$ cat src/common/tbsc_cfg.svh
// Constants of the 10BASE-T status and control register bank.
// Assumes inclusion by bare name from every file that decodes the map.
`ifndef TBSC_CFG_SVH
`define TBSC_CFG_SVH

// Register indices; byte address is four times the index
`define TBSC_IDX_STATUS_CONTROL 8'h1A
`define TBSC_IDX_IRQ_STATUS     8'h30
`define TBSC_IDX_IRQ_MASK       8'h31
`define TBSC_IDX_PHY_STATUS     8'h32

// Field positions inside the status and control word; the last is in the PHY status word
`define TBSC_BIT_SERIAL         15
`define TBSC_SQUELCH_HI         11
`define TBSC_SQUELCH_LO         9
`define TBSC_BIT_ECHO_OFF       8
`define TBSC_BIT_LINK_PULSE_OFF 7
`define TBSC_BIT_FORCE_LINK     6
`define TBSC_BIT_POLARITY       4
`define TBSC_BIT_SQE_OFF        1
`define TBSC_BIT_JABBER_OFF     0
`define TBSC_BIT_PHY_STATUS_POL 12

// Reset value and writable bits of the status and control word
`define TBSC_SC_RESET           16'h0804
`define TBSC_SC_WRITE_MASK      16'hFFEF

// Interrupt status bit positions and width
`define TBSC_IRQ_POLARITY       0
`define TBSC_IRQ_LINK           1
`define TBSC_IRQ_WIDTH          2

// Cycles after reset release before the strap is taken
`define TBSC_STRAP_SETTLE       3'h5

`endif

$ cat src/common/tbsc_pkg.sv
// Types shared by the register bank and its helpers.
// Assumes the constants header is compiled alongside.
`include "tbsc_cfg.svh"

package tbsc_pkg;

	// Whole state of the register bank top
	typedef struct packed {
		logic [15:0]                ctrl;        // Stored control bits
		logic                       polarity;    // Latched-high inversion flag
		logic                       pol_prev;    // Last synced polarity level
		logic                       link_prev;   // Last reported link level
		logic                       ack;         // Bus answer cycle
		logic [31:0]                rdata;       // Captured read word
		logic [`TBSC_IRQ_WIDTH-1:0] irq_status;  // Sticky events
		logic [`TBSC_IRQ_WIDTH-1:0] irq_mask;    // Interrupt enables
		logic [2:0]                 strap_cnt;   // Strap settle counter
		logic                       strap_done;  // Strap taken
	} tbsc_top_state_type;

endpackage

$ cat src/common/tbsc_ctl_if.sv
// Control bundle from the register bank to the 10BASE-T path.
// Assumes one driver (the bank) and one reader (the path).
`timescale 1ns/1ps
`default_nettype none

interface tbsc_ctl_if;
	logic [15:0] cfg;          // Status and control word
	logic        speed_100;    // Port runs at 100M
	logic        full_duplex;  // Port runs full duplex
	logic        loopback;     // Basic-control loopback
	modport src (output cfg, output speed_100, output full_duplex, output loopback);
	modport dst (input cfg, input speed_100, input full_duplex, input loopback);
endinterface

`default_nettype wire

$ cat src/rtl/tbsc_sync.sv
// Three-stage synchroniser with agreement filter for pin inputs.
// Assumes inputs are asynchronous to clock; output changes on agreement.
`timescale 1ns/1ps
`default_nettype none

module tbsc_sync #(
	parameter int WIDTH = 3
) (
	// Clock and reset
	input  wire logic             clock,
	input  wire logic             rst_b,
	// Pins and settled levels
	input  wire logic [WIDTH-1:0] pin_in,
	output logic      [WIDTH-1:0] level_out
);

	// Stages and filtered level
	typedef struct packed {
		logic [WIDTH-1:0] s1;   // Metastable stage, read by s2 only
		logic [WIDTH-1:0] s2;   // Second stage
		logic [WIDTH-1:0] s3;   // Third stage
		logic [WIDTH-1:0] lvl;  // Accepted level
	} tbsc_sync_state_type;

	tbsc_sync_state_type cur;
	tbsc_sync_state_type next_cur;

	// Shift and accept where stages two and three agree
	always_comb begin
		next_cur = cur;
		next_cur.s1 = pin_in;
		next_cur.s2 = cur.s1;
		next_cur.s3 = cur.s2;
		next_cur.lvl = (cur.s2 & cur.s3) | (cur.lvl & (cur.s2 | cur.s3));
	end

	// State register
	always_ff @(posedge clock or negedge rst_b) begin
		if (!rst_b) begin
			cur <= '0;
		end else begin
			cur <= next_cur;
		end
	end

	assign level_out = cur.lvl;

endmodule

`default_nettype wire

$ cat src/rtl/tbsc_path.sv
// 10BASE-T path controls steered by the status and control word.
// Assumes transmit and line data are on clock; outputs are registered.
`timescale 1ns/1ps
`default_nettype none
`include "tbsc_cfg.svh"

module tbsc_path #(
	parameter int DATA_W = 4
) (
	// Clock and reset
	input  wire logic              clock,
	input  wire logic              rst_b,
	// Control bundle
	tbsc_ctl_if.dst                ctl,
	// Transmit side and line receive side
	input  wire logic              tx_en,
	input  wire logic [DATA_W-1:0] tx_data,
	input  wire logic              line_rx_dv,
	input  wire logic [DATA_W-1:0] line_rx_data,
	input  wire logic              link_detect,
	// Path controls and receive data
	output logic                   rx_dv,
	output logic      [DATA_W-1:0] rx_data,
	output logic                   serial_mode,
	output logic      [2:0]        squelch_level,
	output logic                   link_pulse_tx_en,
	output logic                   link_good_10,
	output logic                   sqe_test_en,
	output logic                   jabber_guard_en
);

	// Registered path outputs
	typedef struct packed {
		logic              rx_dv;
		logic [DATA_W-1:0] rx_data;
		logic              serial;
		logic [2:0]        squelch;
		logic              lp_en;
		logic              link;
		logic              sqe;
		logic              jabber;
	} tbsc_path_state_type;

	tbsc_path_state_type cur;
	tbsc_path_state_type next_cur;
	logic                ten_half;  // 10M half duplex
	logic                echo;      // Transmit shows on receive

	// Output steering
	always_comb begin
		next_cur = cur;
		ten_half = !ctl.speed_100 && !ctl.full_duplex;
		// Echo only on 10M half duplex; loopback is independent
		echo = ctl.loopback || (ten_half && !ctl.cfg[`TBSC_BIT_ECHO_OFF]);
		next_cur.rx_dv = echo ? tx_en : line_rx_dv;
		next_cur.rx_data = echo ? tx_data : line_rx_data;
		next_cur.serial = !ctl.speed_100 && ctl.cfg[`TBSC_BIT_SERIAL];
		next_cur.squelch = ctl.cfg[`TBSC_SQUELCH_HI:`TBSC_SQUELCH_LO];
		next_cur.lp_en = !ctl.cfg[`TBSC_BIT_LINK_PULSE_OFF];
		next_cur.link = link_detect || ctl.cfg[`TBSC_BIT_FORCE_LINK];
		// Heartbeat never at 100M or full duplex
		next_cur.sqe = ten_half && !ctl.cfg[`TBSC_BIT_SQE_OFF];
		next_cur.jabber = !ctl.speed_100 && !ctl.cfg[`TBSC_BIT_JABBER_OFF];
	end

	// State register
	always_ff @(posedge clock or negedge rst_b) begin
		if (!rst_b) begin
			cur <= '0;
		end else begin
			cur <= next_cur;
		end
	end

	assign rx_dv = cur.rx_dv;
	assign rx_data = cur.rx_data;
	assign serial_mode = cur.serial;
	assign squelch_level = cur.squelch;
	assign link_pulse_tx_en = cur.lp_en;
	assign link_good_10 = cur.link;
	assign sqe_test_en = cur.sqe;
	assign jabber_guard_en = cur.jabber;

endmodule

`default_nettype wire

$ cat src/rtl/tbsc_top.sv
// Register bank for 10BASE-T status and control, with Avalon-MM slave.
// Assumes mode inputs are on clock; strap and analog detects are pins.
//
// Added by the designer: register access over Avalon-MM.
`timescale 1ns/1ps
`default_nettype none
`include "tbsc_cfg.svh"

module tbsc_top
	import tbsc_pkg::*;
#(
	parameter int DATA_W = 4
) (
	// Clock and reset
	input  wire logic              clock,
	input  wire logic              rst_b,
	// Avalon-MM slave, byte addressed
	input  wire logic [7:0]        avs_address,
	input  wire logic              avs_read,
	input  wire logic              avs_write,
	input  wire logic [31:0]       avs_writedata,
	input  wire logic [3:0]        avs_byteenable,
	output logic      [31:0]       avs_readdata,
	output logic                   avs_waitrequest,
	// Interrupt
	output logic                   irq,
	// Strap and analog detects, asynchronous
	input  wire logic              serial_strap,
	input  wire logic              polarity_inverted,
	input  wire logic              link_detect,
	// Port mode, on clock
	input  wire logic              speed_100,
	input  wire logic              full_duplex,
	input  wire logic              loopback,
	// Transmit and line receive data
	input  wire logic              tx_en,
	input  wire logic [DATA_W-1:0] tx_data,
	input  wire logic              line_rx_dv,
	input  wire logic [DATA_W-1:0] line_rx_data,
	// Receive data toward the MAC side
	output logic                   rx_dv,
	output logic      [DATA_W-1:0] rx_data,
	// Path controls
	output logic                   serial_net_if_select,
	output logic      [2:0]        squelch_level,
	output logic                   link_pulse_tx_en,
	output logic                   link_good_10,
	output logic                   sqe_test_en,
	output logic                   jabber_guard_en,
	// Polarity mirror for the status summary
	output logic                   phy_status_polarity
);

	// Register state and its next value
	tbsc_top_state_type cur;
	tbsc_top_state_type next_cur;

	// Settled pin levels
	logic [2:0] pin_level;     // Strap, polarity, link
	logic       strap_lvl;     // Settled strap
	logic       pol_lvl;       // Settled inversion detect
	logic       link_lvl;      // Settled link detect

	// Decode and access terms
	logic       req_new;       // Request seen, not yet answered
	logic       take_write;    // Write takes effect this edge
	logic       take_read;     // Read completes this edge
	logic       sc_read;       // Status and control read completes
	logic [15:0] wr_lanes;     // Bits selected by byte enables
	logic [15:0] sc_view;      // Readable status and control word
	logic [`TBSC_IRQ_WIDTH-1:0] irq_events; // Events this cycle
	logic [`TBSC_IRQ_WIDTH-1:0] irq_clear;  // Write-one clears

	// Path outputs before they leave the module
	logic       path_link;     // Reported 10M link

	// Control bundle toward the path
	tbsc_ctl_if ctl ();

	// Byte address hit on an aligned register index
	function automatic logic addr_hit(input logic [7:0] addr, input logic [7:0] idx);
		logic [9:0] byte_addr;
		byte_addr = {idx, 2'b00};
		addr_hit = (addr == byte_addr[7:0]) && (idx[7:6] == 2'b00);
	endfunction

	// Three-stage filter on every pin input
	tbsc_sync #(
		.WIDTH   (3)
	) u_sync (
		.clock     (clock),
		.rst_b     (rst_b),
		.pin_in    ({link_detect, polarity_inverted, serial_strap}),
		.level_out (pin_level)
	);

	assign strap_lvl = pin_level[0];
	assign pol_lvl = pin_level[1];
	assign link_lvl = pin_level[2];

	// Bundle the live control word and port mode
	assign ctl.cfg = cur.ctrl;
	assign ctl.speed_100 = speed_100;
	assign ctl.full_duplex = full_duplex;
	assign ctl.loopback = loopback;

	// 10BASE-T path steering
	tbsc_path #(
		.DATA_W  (DATA_W)
	) u_path (
		.clock            (clock),
		.rst_b            (rst_b),
		.ctl              (ctl),
		.tx_en            (tx_en),
		.tx_data          (tx_data),
		.line_rx_dv       (line_rx_dv),
		.line_rx_data     (line_rx_data),
		.link_detect      (link_lvl),
		.rx_dv            (rx_dv),
		.rx_data          (rx_data),
		.serial_mode      (serial_net_if_select),
		.squelch_level    (squelch_level),
		.link_pulse_tx_en (link_pulse_tx_en),
		.link_good_10     (path_link),
		.sqe_test_en      (sqe_test_en),
		.jabber_guard_en  (jabber_guard_en)
	);

	assign link_good_10 = path_link;

	// Bus timing: one wait cycle, then the answer cycle
	always_comb begin
		req_new = (avs_read || avs_write) && !cur.ack;
		take_write = cur.ack && avs_write;
		take_read = cur.ack && avs_read;
		sc_read = take_read && addr_hit(avs_address, `TBSC_IDX_STATUS_CONTROL);
	end

	// Waitrequest high for the first cycle of each request
	assign avs_waitrequest = req_new;
	assign avs_readdata = cur.rdata;

	// Byte lanes map onto the low half-word only
	always_comb begin
		wr_lanes = {{8{avs_byteenable[1]}}, {8{avs_byteenable[0]}}};
	end

	// Readable word with the live polarity flag in bit 4
	always_comb begin
		sc_view = cur.ctrl & `TBSC_SC_WRITE_MASK;
		sc_view[`TBSC_BIT_POLARITY] = cur.polarity;
	end

	// Events and write-one-to-clear mask
	always_comb begin
		irq_events = '0;
		// Each new inversion detection is one event
		irq_events[`TBSC_IRQ_POLARITY] = pol_lvl && !cur.pol_prev;
		// Any change of the reported link is one event
		irq_events[`TBSC_IRQ_LINK] = path_link != cur.link_prev;
		irq_clear = '0;
		if (take_write && addr_hit(avs_address, `TBSC_IDX_IRQ_STATUS) && avs_byteenable[0]) begin
			irq_clear = avs_writedata[`TBSC_IRQ_WIDTH-1:0];
		end
	end

	// Next register state
	always_comb begin
		next_cur = cur;
		next_cur.ack = req_new;
		next_cur.pol_prev = pol_lvl;
		next_cur.link_prev = path_link;

		// Strap taken once the filter has settled
		if (!cur.strap_done) begin
			next_cur.strap_cnt = cur.strap_cnt + 3'h1;
			if (cur.strap_cnt == `TBSC_STRAP_SETTLE) begin
				next_cur.ctrl[`TBSC_BIT_SERIAL] = strap_lvl;
				next_cur.strap_done = 1'b1;
				next_cur.strap_cnt = cur.strap_cnt;
			end
		end

		// Read word captured in the wait cycle
		if (req_new && avs_read) begin
			if (addr_hit(avs_address, `TBSC_IDX_STATUS_CONTROL)) begin
				next_cur.rdata = {16'h0000, sc_view};
			end else if (addr_hit(avs_address, `TBSC_IDX_IRQ_STATUS)) begin
				next_cur.rdata = {{(32-`TBSC_IRQ_WIDTH){1'b0}}, cur.irq_status};
			end else if (addr_hit(avs_address, `TBSC_IDX_IRQ_MASK)) begin
				next_cur.rdata = {{(32-`TBSC_IRQ_WIDTH){1'b0}}, cur.irq_mask};
			end else if (addr_hit(avs_address, `TBSC_IDX_PHY_STATUS)) begin
				// Mirror copy; reading here leaves the flag alone
				next_cur.rdata = 32'h0000_0000;
				next_cur.rdata[`TBSC_BIT_PHY_STATUS_POL] = cur.polarity;
			end else begin
				// Unmapped reads return zero
				next_cur.rdata = 32'h0000_0000;
			end
		end

		// Control writes; reserved bits kept as written, bit 4 read-only
		if (take_write && addr_hit(avs_address, `TBSC_IDX_STATUS_CONTROL)) begin
			next_cur.ctrl = (cur.ctrl & ~(wr_lanes & `TBSC_SC_WRITE_MASK))
				| (avs_writedata[15:0] & wr_lanes & `TBSC_SC_WRITE_MASK);
		end

		// Interrupt mask writes
		if (take_write && addr_hit(avs_address, `TBSC_IDX_IRQ_MASK) && avs_byteenable[0]) begin
			next_cur.irq_mask = avs_writedata[`TBSC_IRQ_WIDTH-1:0];
		end

		// Sticky events; a new event beats its clear
		next_cur.irq_status = (cur.irq_status & ~irq_clear) | irq_events;

		// Only a reported one is cleared, so a fresh detection survives
		if (sc_read && cur.rdata[`TBSC_BIT_POLARITY]) begin
			next_cur.polarity = 1'b0;
		end
		// Latched high while inversion is seen; set wins over clear
		if (pol_lvl) begin
			next_cur.polarity = 1'b1;
		end
	end

	// State register; flag starts clear, control at its reset word
	always_ff @(posedge clock or negedge rst_b) begin
		if (!rst_b) begin
			cur <= '0;
			cur.ctrl <= `TBSC_SC_RESET;
			cur.polarity <= 1'b0;
		end else begin
			cur <= next_cur;
		end
	end

	// Level interrupt from any unmasked sticky bit
	assign irq = |(cur.irq_status & cur.irq_mask);

	// Mirror of the latched flag for the status summary
	assign phy_status_polarity = cur.polarity;

endmodule

`default_nettype wire

$ cat config.mk
export PLATFORM = sky130hd
export DESIGN_NAME = tbsc_top
export DESIGN_NICKNAME = d
export VERILOG_FILES = /design/src/common/tbsc_pkg.sv /design/src/common/tbsc_ctl_if.sv /design/src/rtl/tbsc_sync.sv /design/src/rtl/tbsc_path.sv /design/src/rtl/tbsc_top.sv
export VERILOG_INCLUDE_DIRS = /design/src /design/src/common
export SDC_FILE = /design/constraint.sdc
export NUM_CORES = 1
export LEC_CHECK = 0
export BUFFER_PORTS_ARGS = -buffer_cell sky130_fd_sc_hd__clkbuf_2
export CORE_ASPECT_RATIO = 1.75
export CORE_UTILIZATION = 45
export DETAILED_ROUTE_END_ITERATION = 16
export PLACE_DENSITY = 0.71
export SLEW_MARGIN = 15
export SYNTH_ARGS = -nofsm -noshare
export SYNTH_HDL_FRONTEND = slang
export SYNTH_HIERARCHICAL = 1
export SYNTH_SLANG_ARGS = --single-unit
$ cat constraint.sdc
create_clock -name clock -period 5.16 [get_ports clock]
set_input_delay 0.516 -clock clock [delete_from_list [all_inputs] [get_ports clock]]
set_output_delay 0.516 -clock clock [all_outputs]
set_load 0.01 [all_outputs]
==> impl_results.md, run 1 <==
* Synth Area in Compound Gates at 8.19%
* FF/Latch Area at 1700 µm²
* Worst slew pin tran at 0.806 ns
* Diode count at 0
* Synth Area in Adders at 1.96%
* Area of the multi-input gates at 1030 µm²
* HPWL Detailed at 3980 µm
* Post-synth ARST share at 100%
* Max frequency at 0.489 GHz
* Ratio of cells with drive above 1 in the final layout at 40.9%
* Setup bufs post-CTS at 0
* Delay-heaviest family, CP: simple AND/OR/NAND/NOR gates
* Vias per Instance at 5.01
* Largest family of logic cells by synthesized area: simple AND/OR/NAND/NOR gates
* XOR/XNOR share of the synthesized area at 0.878%
* Fin crit period at 2.05 ns
* Crit path DAT at 2.30 ns
* Crit Path Max Fanout at 16
* Gr usage total at 17.5%
* Mux share of post-synthesis cell area at 7.65%
* Initial Util at 46.1%
* Max-Cap Viols at 0
* Final design utilization at 54.9%
* Top cells by area, synth: dfrtp_1 55%, buf_4 8.8%, mux2_2 4.1%
* Register area share after synthesis at 56.9%
* Worst reg2reg setup slack at 3.11 ns
* DR vias at 1917
* Post-synth EDFFs at 0
* Reg-to-Reg Start: cur[40]
* P&R area growth vs syn at 19.0%
* Synth Register Bits at 68
* Hold Path Sink: u_sync/cur[11]
* PwrDens at 356 nW/µm²
* Post-CTS Hold Buffers at 0
* Clock slew seen by the registers of the worst setup and hold paths at 0.05 ns
* Post-synth top flop: dfrtp_1
* RSZ-0062 raised after global routing: false
* Peak supply drop at 0.235 mV
* Ports at 112
* Post-cts resize count at 0
* IO buf count at 76
* Root Buffer: clkbuf_16
* Max Root-Sink Buffers at 2
* Critical Path RT at 5.41 ns
* Final GP Congestion at 0.821
* Skew final at 0.00638 ns
* Initial antenna violation count at 0
* Area leader, netlist: dfrtp_1
* Leak Pwr at 0.00173 µW
* TritonCTS buffer count at 9
* First-pass GRT wire length at 8940 µm
* TritonCTS Sinks at 68
* Mean routed wirelength per cell at 14.2 µm
* Drt total wl at 5450 µm
* CTS H-tree depth at 3
* Cell count after synthesis at 233
* TNS Setup at 0 ns
* CTS tree: done
* Hold Crit Start: link_detect
* Die X at 63.7 µm
* Fin crit share at 39.6%
* CP Launch Type: flip-flop
* Gr ovfl total at 0
* Slowest cell on crit path: nor4_2
* Outcome: finished clean
* Worst slew margin at 46.3%
* Post-route antenna net violation count at 0
* # rows at 39
* Simple-gate area share of the yosys netlist at 13.5%
* Die area at 7000 µm²
* CP max stage delay at 0.60 ns
* Final #Nets at 362
* Hold Path Cell Cnt at 1
* Nature of the critical path endpoint: flip-flop
* Core area at 6490 µm²
* Mean area per synthesized cell at 12.9 µm²
* Critical path class: reg2reg
* Iter 0 DRT Violations at 113
* Worst hold path class: in2reg
* Reg2Reg Depth at 4
* Post-synth top area share at 55.2%
* Final Setup Violations at 0
* Critical Path Stages at 4
* Clock latency at the later pin of the worst-skew pair at 0.32 ns
* Fillers at 560
* Vias in the first global route at 1834
* Synthesized area at 2990 µm²
* Hold Fails Final Rpt at 0
* DR pass1 iterations at 4
* Overall die height at 110 µm
* DRC at 0
* Pin count of the biggest net entering global routing at 69
* Critical path buffer and inverter count at 1
* Yosys cell types at 48
* Critical Path, Cell by Cell: nand2b_1, nor4_2, buf_4, a22o_1
* Slew Limit Fails at 0
* Reg-to-Reg End: avs_readdata[4]
* Yosys warning total at 6
-- per-layer routing --
| metal | global-route usage (%) | share of wire [%] |
|---|---|---|
| met5 | 0 | 0 |
| met4 | 10.6 | 2.1 |
| met3 | 5.91 | 6.0 |
| met2 | 27.7 | 52 |
| met1 | 20.5 | 40 |
-- cells in the final DEF, fill, tap and decap left out, types with 6 or more instances in the layout --
| cell type | instances |
|---|---|
| mux2_4 | 7 |
| conb_1 | 16 |
| nand2_1 | 9 |
| nand2b_1 | 10 |
| dfrtp_1 | 66 |
| mux2_2 | 11 |
| nand3_1 | 7 |
| clkbuf_16 | 9 |
| nor2_1 | 6 |
| a22o_1 | 14 |
| clkbuf_2 | 75 |
-- metrics by stage --
| stage | power, µW | setup WS, ns | std cells | cell area, µm² | hold WS [ns] |
|---|---|---|---|---|---|
| after floorplan | 632 | 2.90 | 248 | 3050 | 0.220 |
| after global placement | 664 | 2.81 | 367 | 3260 | 0.333 |
| after detailed placement | 667 | 2.80 | 367 | 3260 | 0.337 |
| after CTS | 1280 | 3.07 | 383 | 3560 | 0.282 |
| after global routing | 1320 | 2.92 | 383 | 3560 | 0.284 |
| final | 1270 | 3.11 | 383 | 3560 | 0.295 |
-- cells in the mapped netlist (2+ instances only) --
library cell and number:
inv_1 5, nand2_1 9, a22o_1 14, nor2_1 6
a31oi_1 2, dfrtp_1 66, nand3b_1 2, nor3_1 2
nor2b_1 3, o211ai_1 5, buf_4 35, buf_6 2
maj3_2 3, nor4_1 3, xor2_1 2, mux2_4 7
a21oi_1 2, ha_1 2, dfstp_2 2, or4b_1 5
nand2b_1 10, clkbuf_1 3, nand4b_1 2, mux2_2 11
nand3_1 7
-- cell type report --
| class | instances | share of cell area (%) |
|---|---|---|
| Clock buffer | 13 | 7.31 |
| Tap cell | 82 | 2.88 |
| Clock inverter | 3 | 1.26 |
| Timing Repair Buffer | 79 | 11.3 |
| Sequential cell | 68 | 47.8 |
| Inverter | 5 | 0.527 |
| Multi-Input combinational cell | 133 | 28.9 |
-- where the power goes --
part	internal (µW)	leakage, µW	switching (µW)
logic	37.8	0.000744	52.6
registers	554	0.000848	11.8
clock network	400	0.000142	210
total	992	0.00173	274
-- how the worst max path moves through the flow --
stage | from | endpoint | slack [ns]
global route | cur[40] | avs_readdata[4] | 2.92
finish | cur[40] | avs_readdata[4] | 3.11
floorplan | avs_address[4] | flip-flop | 2.90
CTS | cur[40] | avs_readdata[4] | 3.07
detailed placement | avs_address[4] | flip-flop | 2.80
global placement | avs_address[4] | flip-flop | 2.81
-- logic make-up (layout without fill, tap and decap cells) --
| family | after synthesis | after routing |
|---|---|---|
| xor gates and xnor gates | 3 | 3 |
| and+or+nand+nor | 61 | 61 |
| other | 1 | 16 |
| AOI/OAI and AO/OA | 30 | 30 |
| adders and majority gates | 5 | 5 |
| muxes | 18 | 18 |
| DFF | 68 | 68 |
| buffers and inverters | 47 | 100 |
No activity file was read; power rests on OpenSTA's default activity.
==> run 2: changes to the inputs <==
--- a/config.mk
+++ b/config.mk
@@ -6,6 +6,7 @@
 export SDC_FILE = /design/constraint.sdc
 export NUM_CORES = 1
 export LEC_CHECK = 0
+export ABC_AREA = 1
 export BUFFER_PORTS_ARGS = -buffer_cell sky130_fd_sc_hd__clkbuf_2
 export CORE_ASPECT_RATIO = 1.75
 export CORE_UTILIZATION = 45
==> constraint.sdc (replaced) <==
create_clock -name clock -period 2 [get_ports clock]
set_input_delay 0.2 -clock clock [delete_from_list [all_inputs] [get_ports clock]]
set_output_delay 0.2 -clock clock [all_outputs]
set_load 0.01 [all_outputs]
==> impl_results.md, run 2 <==
* Outcome: finished clean (unchanged)
* Setup WS pre-CTS at 0.599 ns (was 2.80 ns)
* Post-synth top area share at 54.4% (was 55.2%)
* Post-synth top cells: 77 x nand2_1, 66 x dfrtp_1, 35 x buf_4 (was 66 x dfrtp_1, 35 x buf_4, 14 x a22o_1)
* Skew final at 0.00626 ns (was 0.00638 ns)
* CP Launch Type: flip-flop (unchanged)
* Slew Limit Fails at 0 (unchanged)
* Mean area per synthesized cell at 9.58 µm² (was 12.9 µm²)
* Root Buffer: clkbuf_16 (unchanged)
* TNS Setup at 0 ns (unchanged)
* Reg-to-Reg End: avs_readdata[15] (was avs_readdata[4])
* Post-cts resize count at 0 (unchanged)
* RSZ-0062 raised after global routing: false (unchanged)
* Critical path class: reg2reg (unchanged)
* Hold Crit Start: full_duplex (was link_detect)
* Yosys warning total at 6 (unchanged)
* CTS H-tree depth at 3 (unchanged)
* Crit path DAT at 1.51 ns (was 2.30 ns)
* Register area share after synthesis at 56.1% (was 56.9%)
* Initial antenna violation count at 0 (unchanged)
* Initial Util at 46.4% (was 46.1%)
* Max frequency at 0.759 GHz (was 0.489 GHz)
* Max Root-Sink Buffers at 2 (unchanged)
* Commonest non-fill, non-tap cell in the layout: nand2_1 (was clkbuf_2)
* Commonest non-fill, non-tap cells in the layout: 77 x nand2_1, 75 x clkbuf_2, 66 x dfrtp_1, 31 x inv_1, 22 x nand3_1 (was 75 x clkbuf_2, 66 x dfrtp_1, 16 x conb_1, 14 x a22o_1, 11 x mux2_2)
* Cell count after synthesis at 317 (was 233)
* Post-synth ARST share at 100% (unchanged)
* Crit path setup slack, layout at 0.682 ns (was 3.11 ns)
* Die area at 7090 µm² (was 7000 µm²)
* First-pass GRT wire length at 9630 µm (was 8940 µm)
* Mean routed wirelength per cell at 11.8 µm (was 14.2 µm)
* Reg2Reg Depth at 5 (was 4)
* Worst hold path class: in2reg (unchanged)
* Critical Path RT at 2.19 ns (was 5.41 ns)
* Gr ovfl total at 0 (unchanged)
* Overall die height at 111 µm (was 110 µm)
* Synthesized area at 3040 µm² (was 2990 µm²)
* Top cells by area, synth: dfrtp_1 54%, nand2_1 9.5%, buf_4 8.7% (was dfrtp_1 55%, buf_4 8.8%, mux2_2 4.1%)
* Final worst hold slack at 0.0591 ns (was 0.295 ns)
* Nature of the critical path endpoint: flip-flop (unchanged)
* Gr usage total at 18.0% (was 17.5%)
* HPWL Detailed at 4150 µm (was 3980 µm)
* DR pass1 iterations at 5 (was 4)
* Fin crit period at 1.32 ns (was 2.05 ns)
* Hold Path Cell Cnt at 2 (was 1)
* Post-synth EDFFs at 0 (unchanged)
* Final GP Congestion at 0.791 (was 0.821)
* Vias in the first global route at 2179 (was 1834)
* Die X at 64.1 µm (was 63.7 µm)
* # rows at 39 (unchanged)
* Fin crit share at 65.9% (was 39.6%)
* Vias per Instance at 4.60 (was 5.01)
* PwrDens at 883 nW/µm² (was 356 nW/µm²)
* DRC at 0 (unchanged)
* Clock latency at the later pin of the worst-skew pair at 0.32 ns (about the same)
* IO buf count at 76 (unchanged)
* Max-Cap Viols at 0 (unchanged)
* Yosys cell types at 29 (was 48)
* CTS tree: done (unchanged)
* Diode count at 0 (unchanged)
* Drt total wl at 5570 µm (was 5450 µm)
* DR vias at 2176 (was 1917)
* Ports at 112 (unchanged)
* Hold Fails Final Rpt at 0 (unchanged)
* Pin count of the biggest net entering global routing at 69 (unchanged)
* Leak Pwr at 0.00196 µW (was 0.00173 µW)
* Final #Nets at 452 (was 362)
* Most frequent cell after synthesis: nand2_1 (was dfrtp_1)
* P&R area growth vs syn at 20.0% (was 19.0%)
* Post-synth top flop: dfrtp_1 (unchanged)
* Worst reg2reg setup slack at 0.68 ns (was 3.11 ns)
* Peak supply drop at 0.550 mV (was 0.235 mV)
* Hold Path Sink: u_path/sqe_test_en (was u_sync/cur[11])
* Iter 0 DRT Violations at 113 (unchanged)
* Core area at 6540 µm² (was 6490 µm²)
* Final Setup Violations at 0 (unchanged)
* Synth Register Bits at 68 (unchanged)
* Reg-to-Reg Start: cur[40] (unchanged)
* Post-route antenna net violation count at 0 (unchanged)
* Ratio of cells with drive above 1 in the final layout at 32.5% (was 40.9%)
* TritonCTS buffer count at 9 (unchanged)
* Crit Path Max Fanout at 15 (was 16)
* Clock slew seen by the registers of the worst setup and hold paths at 0.05 ns (about the same)
* Area leader, netlist: dfrtp_1 (unchanged)
* TritonCTS Sinks at 68 (unchanged)
[run 2: metal layers]
layer  wire, µm  up-vias  GRT usage [%]
met5          0        -              0
met2       2990       67           31.5
met1       2260     1027           20.1
met4         97        0           7.27
met3        226        7           4.75
li1           -     1075              -
[run 2: what timing repair did]
action / in CTS / in global routing
setup buffers: 0 / 0
hold endpoints to repair: 69 / 0
hold buffers: 4 / 0
[run 2: cell type report]
cell class,count,area [µm²]
sequential,68,1700
tap,82,103
timing repair buffer,82,448
fill,601,2900
clock inverter,4,48.8
inverter,37,140
clock buffer,12,246
multi-input combinational,188,952
[run 2: stage by stage]
| step | area, µm² | std cells | utilization, % | power (µW) |
|---|---|---|---|---|
| finish | 3640 | 473 | 55.7 | 3210 |
| global route | 3640 | 473 | 55.7 | 3330 |
| floorplan | 3090 | 332 | - | 1610 |
| global placement | 3310 | 453 | 50.6 | 1700 |
| detailed placement | 3310 | 453 | 50.6 | 1710 |
| CTS | 3640 | 473 | 55.7 | 3250 |
[run 2: critical path, cell delays in order (launching register included)]
cell	delay [ns]
dfrtp_1	0.42
nor2_2	0.12
buf_4	0.19
inv_1	0.25
nand2_1	0.11
o21ai_0	0.10
[run 2: cells by family (layout without fill, tap and decap cells)]
| family | Yosys count | count (layout) | share of synthesized area, % |
|---|---|---|---|
| other | 1 | 16 | 0.124 |
| adders and majority gates | 2 | 2 | 0.824 |
| and+or+nand+nor | 133 | 133 | 20.8 |
| buffers and inverters | 76 | 135 | 14.3 |
| xor gates and xnor gates | 3 | 3 | 0.866 |
| AOI/OAI and AO/OA | 34 | 34 | 6.88 |
| DFF | 68 | 68 | 56.1 |
[run 2: power by group]
group	total, µW	switching (µW)	leakage, µW	internal (µW)
clock	1530	536	0.000147	996
combinational	232	143	0.00101	88.2
sequential	1450	26.1	0.000810	1430
total	3210	705	0.00196	2510
[run 2: how the worst max path moves through the flow]
| stage | depth (start not counted) | start | endpoint |
|---|---|---|---|
| 2_1_floorplan | 5 | cur[40] | avs_readdata[15] |
| 3_3_place_gp | 9 | avs_address[0] | flip-flop |
| 3_5_place_dp | 9 | avs_address[0] | flip-flop |
| 4_1_cts | 5 | cur[40] | avs_readdata[15] |
| 5_1_grt | 5 | cur[40] | avs_readdata[15] |
| 6_report | 5 | cur[40] | avs_readdata[15] |
==> run 3: changes to the inputs <==
==> constraint.sdc (replaced) <==
create_clock -name clock -period 1.3 [get_ports clock]
set_input_delay 0.13 -clock clock [delete_from_list [all_inputs] [get_ports clock]]
set_output_delay 0.13 -clock clock [all_outputs]
set_load 0.01 [all_outputs]
==> impl_results.md, run 3 (same netlist as run 2, synthesis figures left out) <==
* Gr ovfl total at 0 (unchanged)
* Final worst hold slack at 0.00864 ns (was 0.0591 ns)
* Clock latency at the later pin of the worst-skew pair at 0.32 ns (about the same)
* RSZ-0062 raised after global routing: false (unchanged)
* Slowest cell on crit path: dfrtp_1 (unchanged)
* Die X at 64.1 µm (unchanged)
* CTS tree: done (unchanged)
* IO buf count at 76 (unchanged)
* Outcome: finished clean (unchanged)
* Post-route antenna net violation count at 0 (unchanged)
* HPWL Detailed at 4200 µm (was 4150 µm)
* Crit path DAT at 1.08 ns (was 1.51 ns)
* Worst hold path class: in2reg (unchanged)
* Setup WS pre-CTS at 0.0431 ns (was 0.599 ns)
* DR vias at 2212 (was 2176)
* Final Setup Violations at 0 (unchanged)
* Ports at 112 (unchanged)
* Hold Crit Start: tx_data[0] (was full_duplex)
* Vias in the first global route at 2179 (unchanged)
* Critical Path, Cell by Cell: nor2_1, clkbuf_2 (was nor2_2, buf_4, inv_1, nand2_1, o21ai_0)
* Final #Nets at 462 (was 452)
* Fin crit period at 1.21 ns
* TNS Setup at 0 ns (unchanged)
* P&R area growth vs syn at 23.2% (was 20.0%)
* CP max stage delay at 0.42 ns (about the same)
* Slew Limit Fails at 0 (unchanged)
* Crit path setup slack, layout at 0.0905 ns (was 0.682 ns)
* Max-Cap Viols at 0 (unchanged)
* Critical path class: reg2out (was reg2reg)
* Ratio of cells with drive above 1 in the final layout at 33.9% (was 32.5%)
* Pin count of the biggest net entering global routing at 69 (unchanged)
* Skew final at 0.00601 ns (was 0.00626 ns)
* Clock slew seen by the registers of the worst setup and hold paths at 0.05 ns (about the same)
* PwrDens at 1350 nW/µm² (was 883 nW/µm²)
* Critical Path Stages at 2 (was 5)
* Critical Path RT at 1.17 ns (was 2.19 ns)
* Mean routed wirelength per cell at 12.0 µm (was 11.8 µm)
* Reg-to-Reg End: avs_readdata[10] (was avs_readdata[15])
* Hold Path Cell Cnt at 3 (was 2)
* Gr usage total at 18.2% (was 18.0%)
* DR pass1 iterations at 4 (was 5)
* Internal power at 3930 µW (was 2510 µW)
* Core area at 6540 µm² (unchanged)
* Hold Fails Final Rpt at 0 (unchanged)
* Reg2Reg Depth at 5 (unchanged)
* CP Launch Type: flip-flop (unchanged)
* # rows at 39 (unchanged)
* Hold Path Sink: u_path/rx_data[0] (was u_path/sqe_test_en)
* Nature of the critical path endpoint: output port (was flip-flop)
* Fin crit share at 93.0%
* TritonCTS Sinks at 68 (unchanged)
* Initial antenna violation count at 0 (unchanged)
* Worst reg2reg setup slack at 0.10 ns (was 0.68 ns)
* DRC at 0 (unchanged)
* Max frequency at 0.827 GHz
* Flop pwr share at 44.4% (was 45.2%)
* Drt total wl at 5790 µm (was 5570 µm)
* Combinational power share at 7.7% (was 7.2%)
* Commonest non-fill, non-tap cell in the layout: nand2_1 (unchanged)
* Leak Pwr at 0.00201 µW (was 0.00196 µW)
* Root Buffer: clkbuf_16 (unchanged)
* Delay-heaviest family, CP: flip-flops (was buffers and inverters)
* Crit Path Max Fanout at 4 (was 15)
* Power, Total at 5030 µW (was 3210 µW)
* Vias per Instance at 4.58 (was 4.60)
* Critical path buffer and inverter count at 1 (was 2)
* Peak supply drop at 0.879 mV (was 0.550 mV)
* NetSw at 1100 µW (was 705 µW)
* Reg-to-Reg Start: cur[40] (unchanged)
* Initial Util at 46.4% (unchanged)
* Clk pwr share at 48.0% (was 47.6%)
* TritonCTS buffer count at 9 (unchanged)
* Diode count at 0 (unchanged)
* Final GP Congestion at 0.816 (was 0.791)
* Commonest non-fill, non-tap cells in the layout: 77 x nand2_1, 75 x clkbuf_2, 66 x dfrtp_1, 30 x inv_1, 22 x nand3_1 (was 77 x nand2_1, 75 x clkbuf_2, 66 x dfrtp_1, 31 x inv_1, 22 x nand3_1)
* Iter 0 DRT Violations at 98 (was 113)
* Die area at 7090 µm² (unchanged)
* Overall die height at 111 µm (unchanged)
* First-pass GRT wire length at 9750 µm (was 9630 µm)
* Max Root-Sink Buffers at 2 (unchanged)
* Fillers at 612 (was 601)
* CTS H-tree depth at 3 (unchanged)
* Switch share at 21.9% (about the same)
==> run 3: changes by cell type in the layout (fill, tap and decap cells not counted) <==
cell / delta
dlygate4sd3_1: +3
buf_4: +7
o21ai_1: +1
inv_2: -1
clkbuf_8: +1
inv_4: +1
clkinvlp_4: +2
clkbuf_1: -1
o21ai_0: -1
inv_1: -1
clkinv_4: -1
==> run 3: worst reg2reg max path: stages (launching register included) <==
cell and delay, ns:
dfrtp_1 0.42, nor2_2 0.22, clkinvlp_4 0.12, buf_4 0.19, nand2_1 0.09, o21ai_2 0.06
==> run 3: stage by stage <==
step,util [%],cell area [µm²],cells
after floorplan,-,3090,332
after global placement,51.1,3340,458
after detailed placement,51.1,3340,458
after CTS,56.9,3720,481
after global routing,57.2,3740,483
final,57.2,3740,483
==> run 3: area by class of cell <==
cell class	count	area, µm²	area share [%]
Clock buffer	12	256	6.86
Multi-Input combinational cell	188	952	25.5
Timing Repair Buffer	92	531	14.2
Inverter	37	146	3.91
Sequential cell	68	1700	45.6
Clock inverter	4	47.5	1.27
Tap cell	82	103	2.74
==> run 3: timing repair <==
| item | 4_1_cts | 5_1_grt |
|---|---|---|
| buffers inserted | 0 | 2 |
| resized for setup | 0 | 4 |
| hold buffers | 7 | 0 |
| hold endpoints to repair | 72 | 0 |
| setup endpoints to repair | 0 | 4 |
==> run 3: power by group through the flow <==
stage	clock [µW]	combinational, µW	sequential (µW)
after floorplan	0	212	2270
after global placement	0	354	2260
after detailed placement	0	364	2270
after CTS	2460	382	2230
after global routing	2540	435	2240
final	2420	385	2230
==> run 3: how the worst max path moves through the flow <==
stage | from | endpoint
final | cur[40] | avs_waitrequest
after global routing | cur[40] | avs_readdata[3]
after global placement | cur[40] | flip-flop
after detailed placement | cur[40] | flip-flop
after CTS | cur[40] | flip-flop
after floorplan | cur[40] | avs_readdata[15]
==> run 3: routing by layer <==
metal	global-route usage [%]	share of wire, %	routed length, µm	vias up
met5	0	0	0	-
met4	9.70	2.5	142	0
met3	4.13	4.4	252	10
met2	31.9	54	3150	69
met1	19.8	39	2240	1036
li1	-	-	-	1097
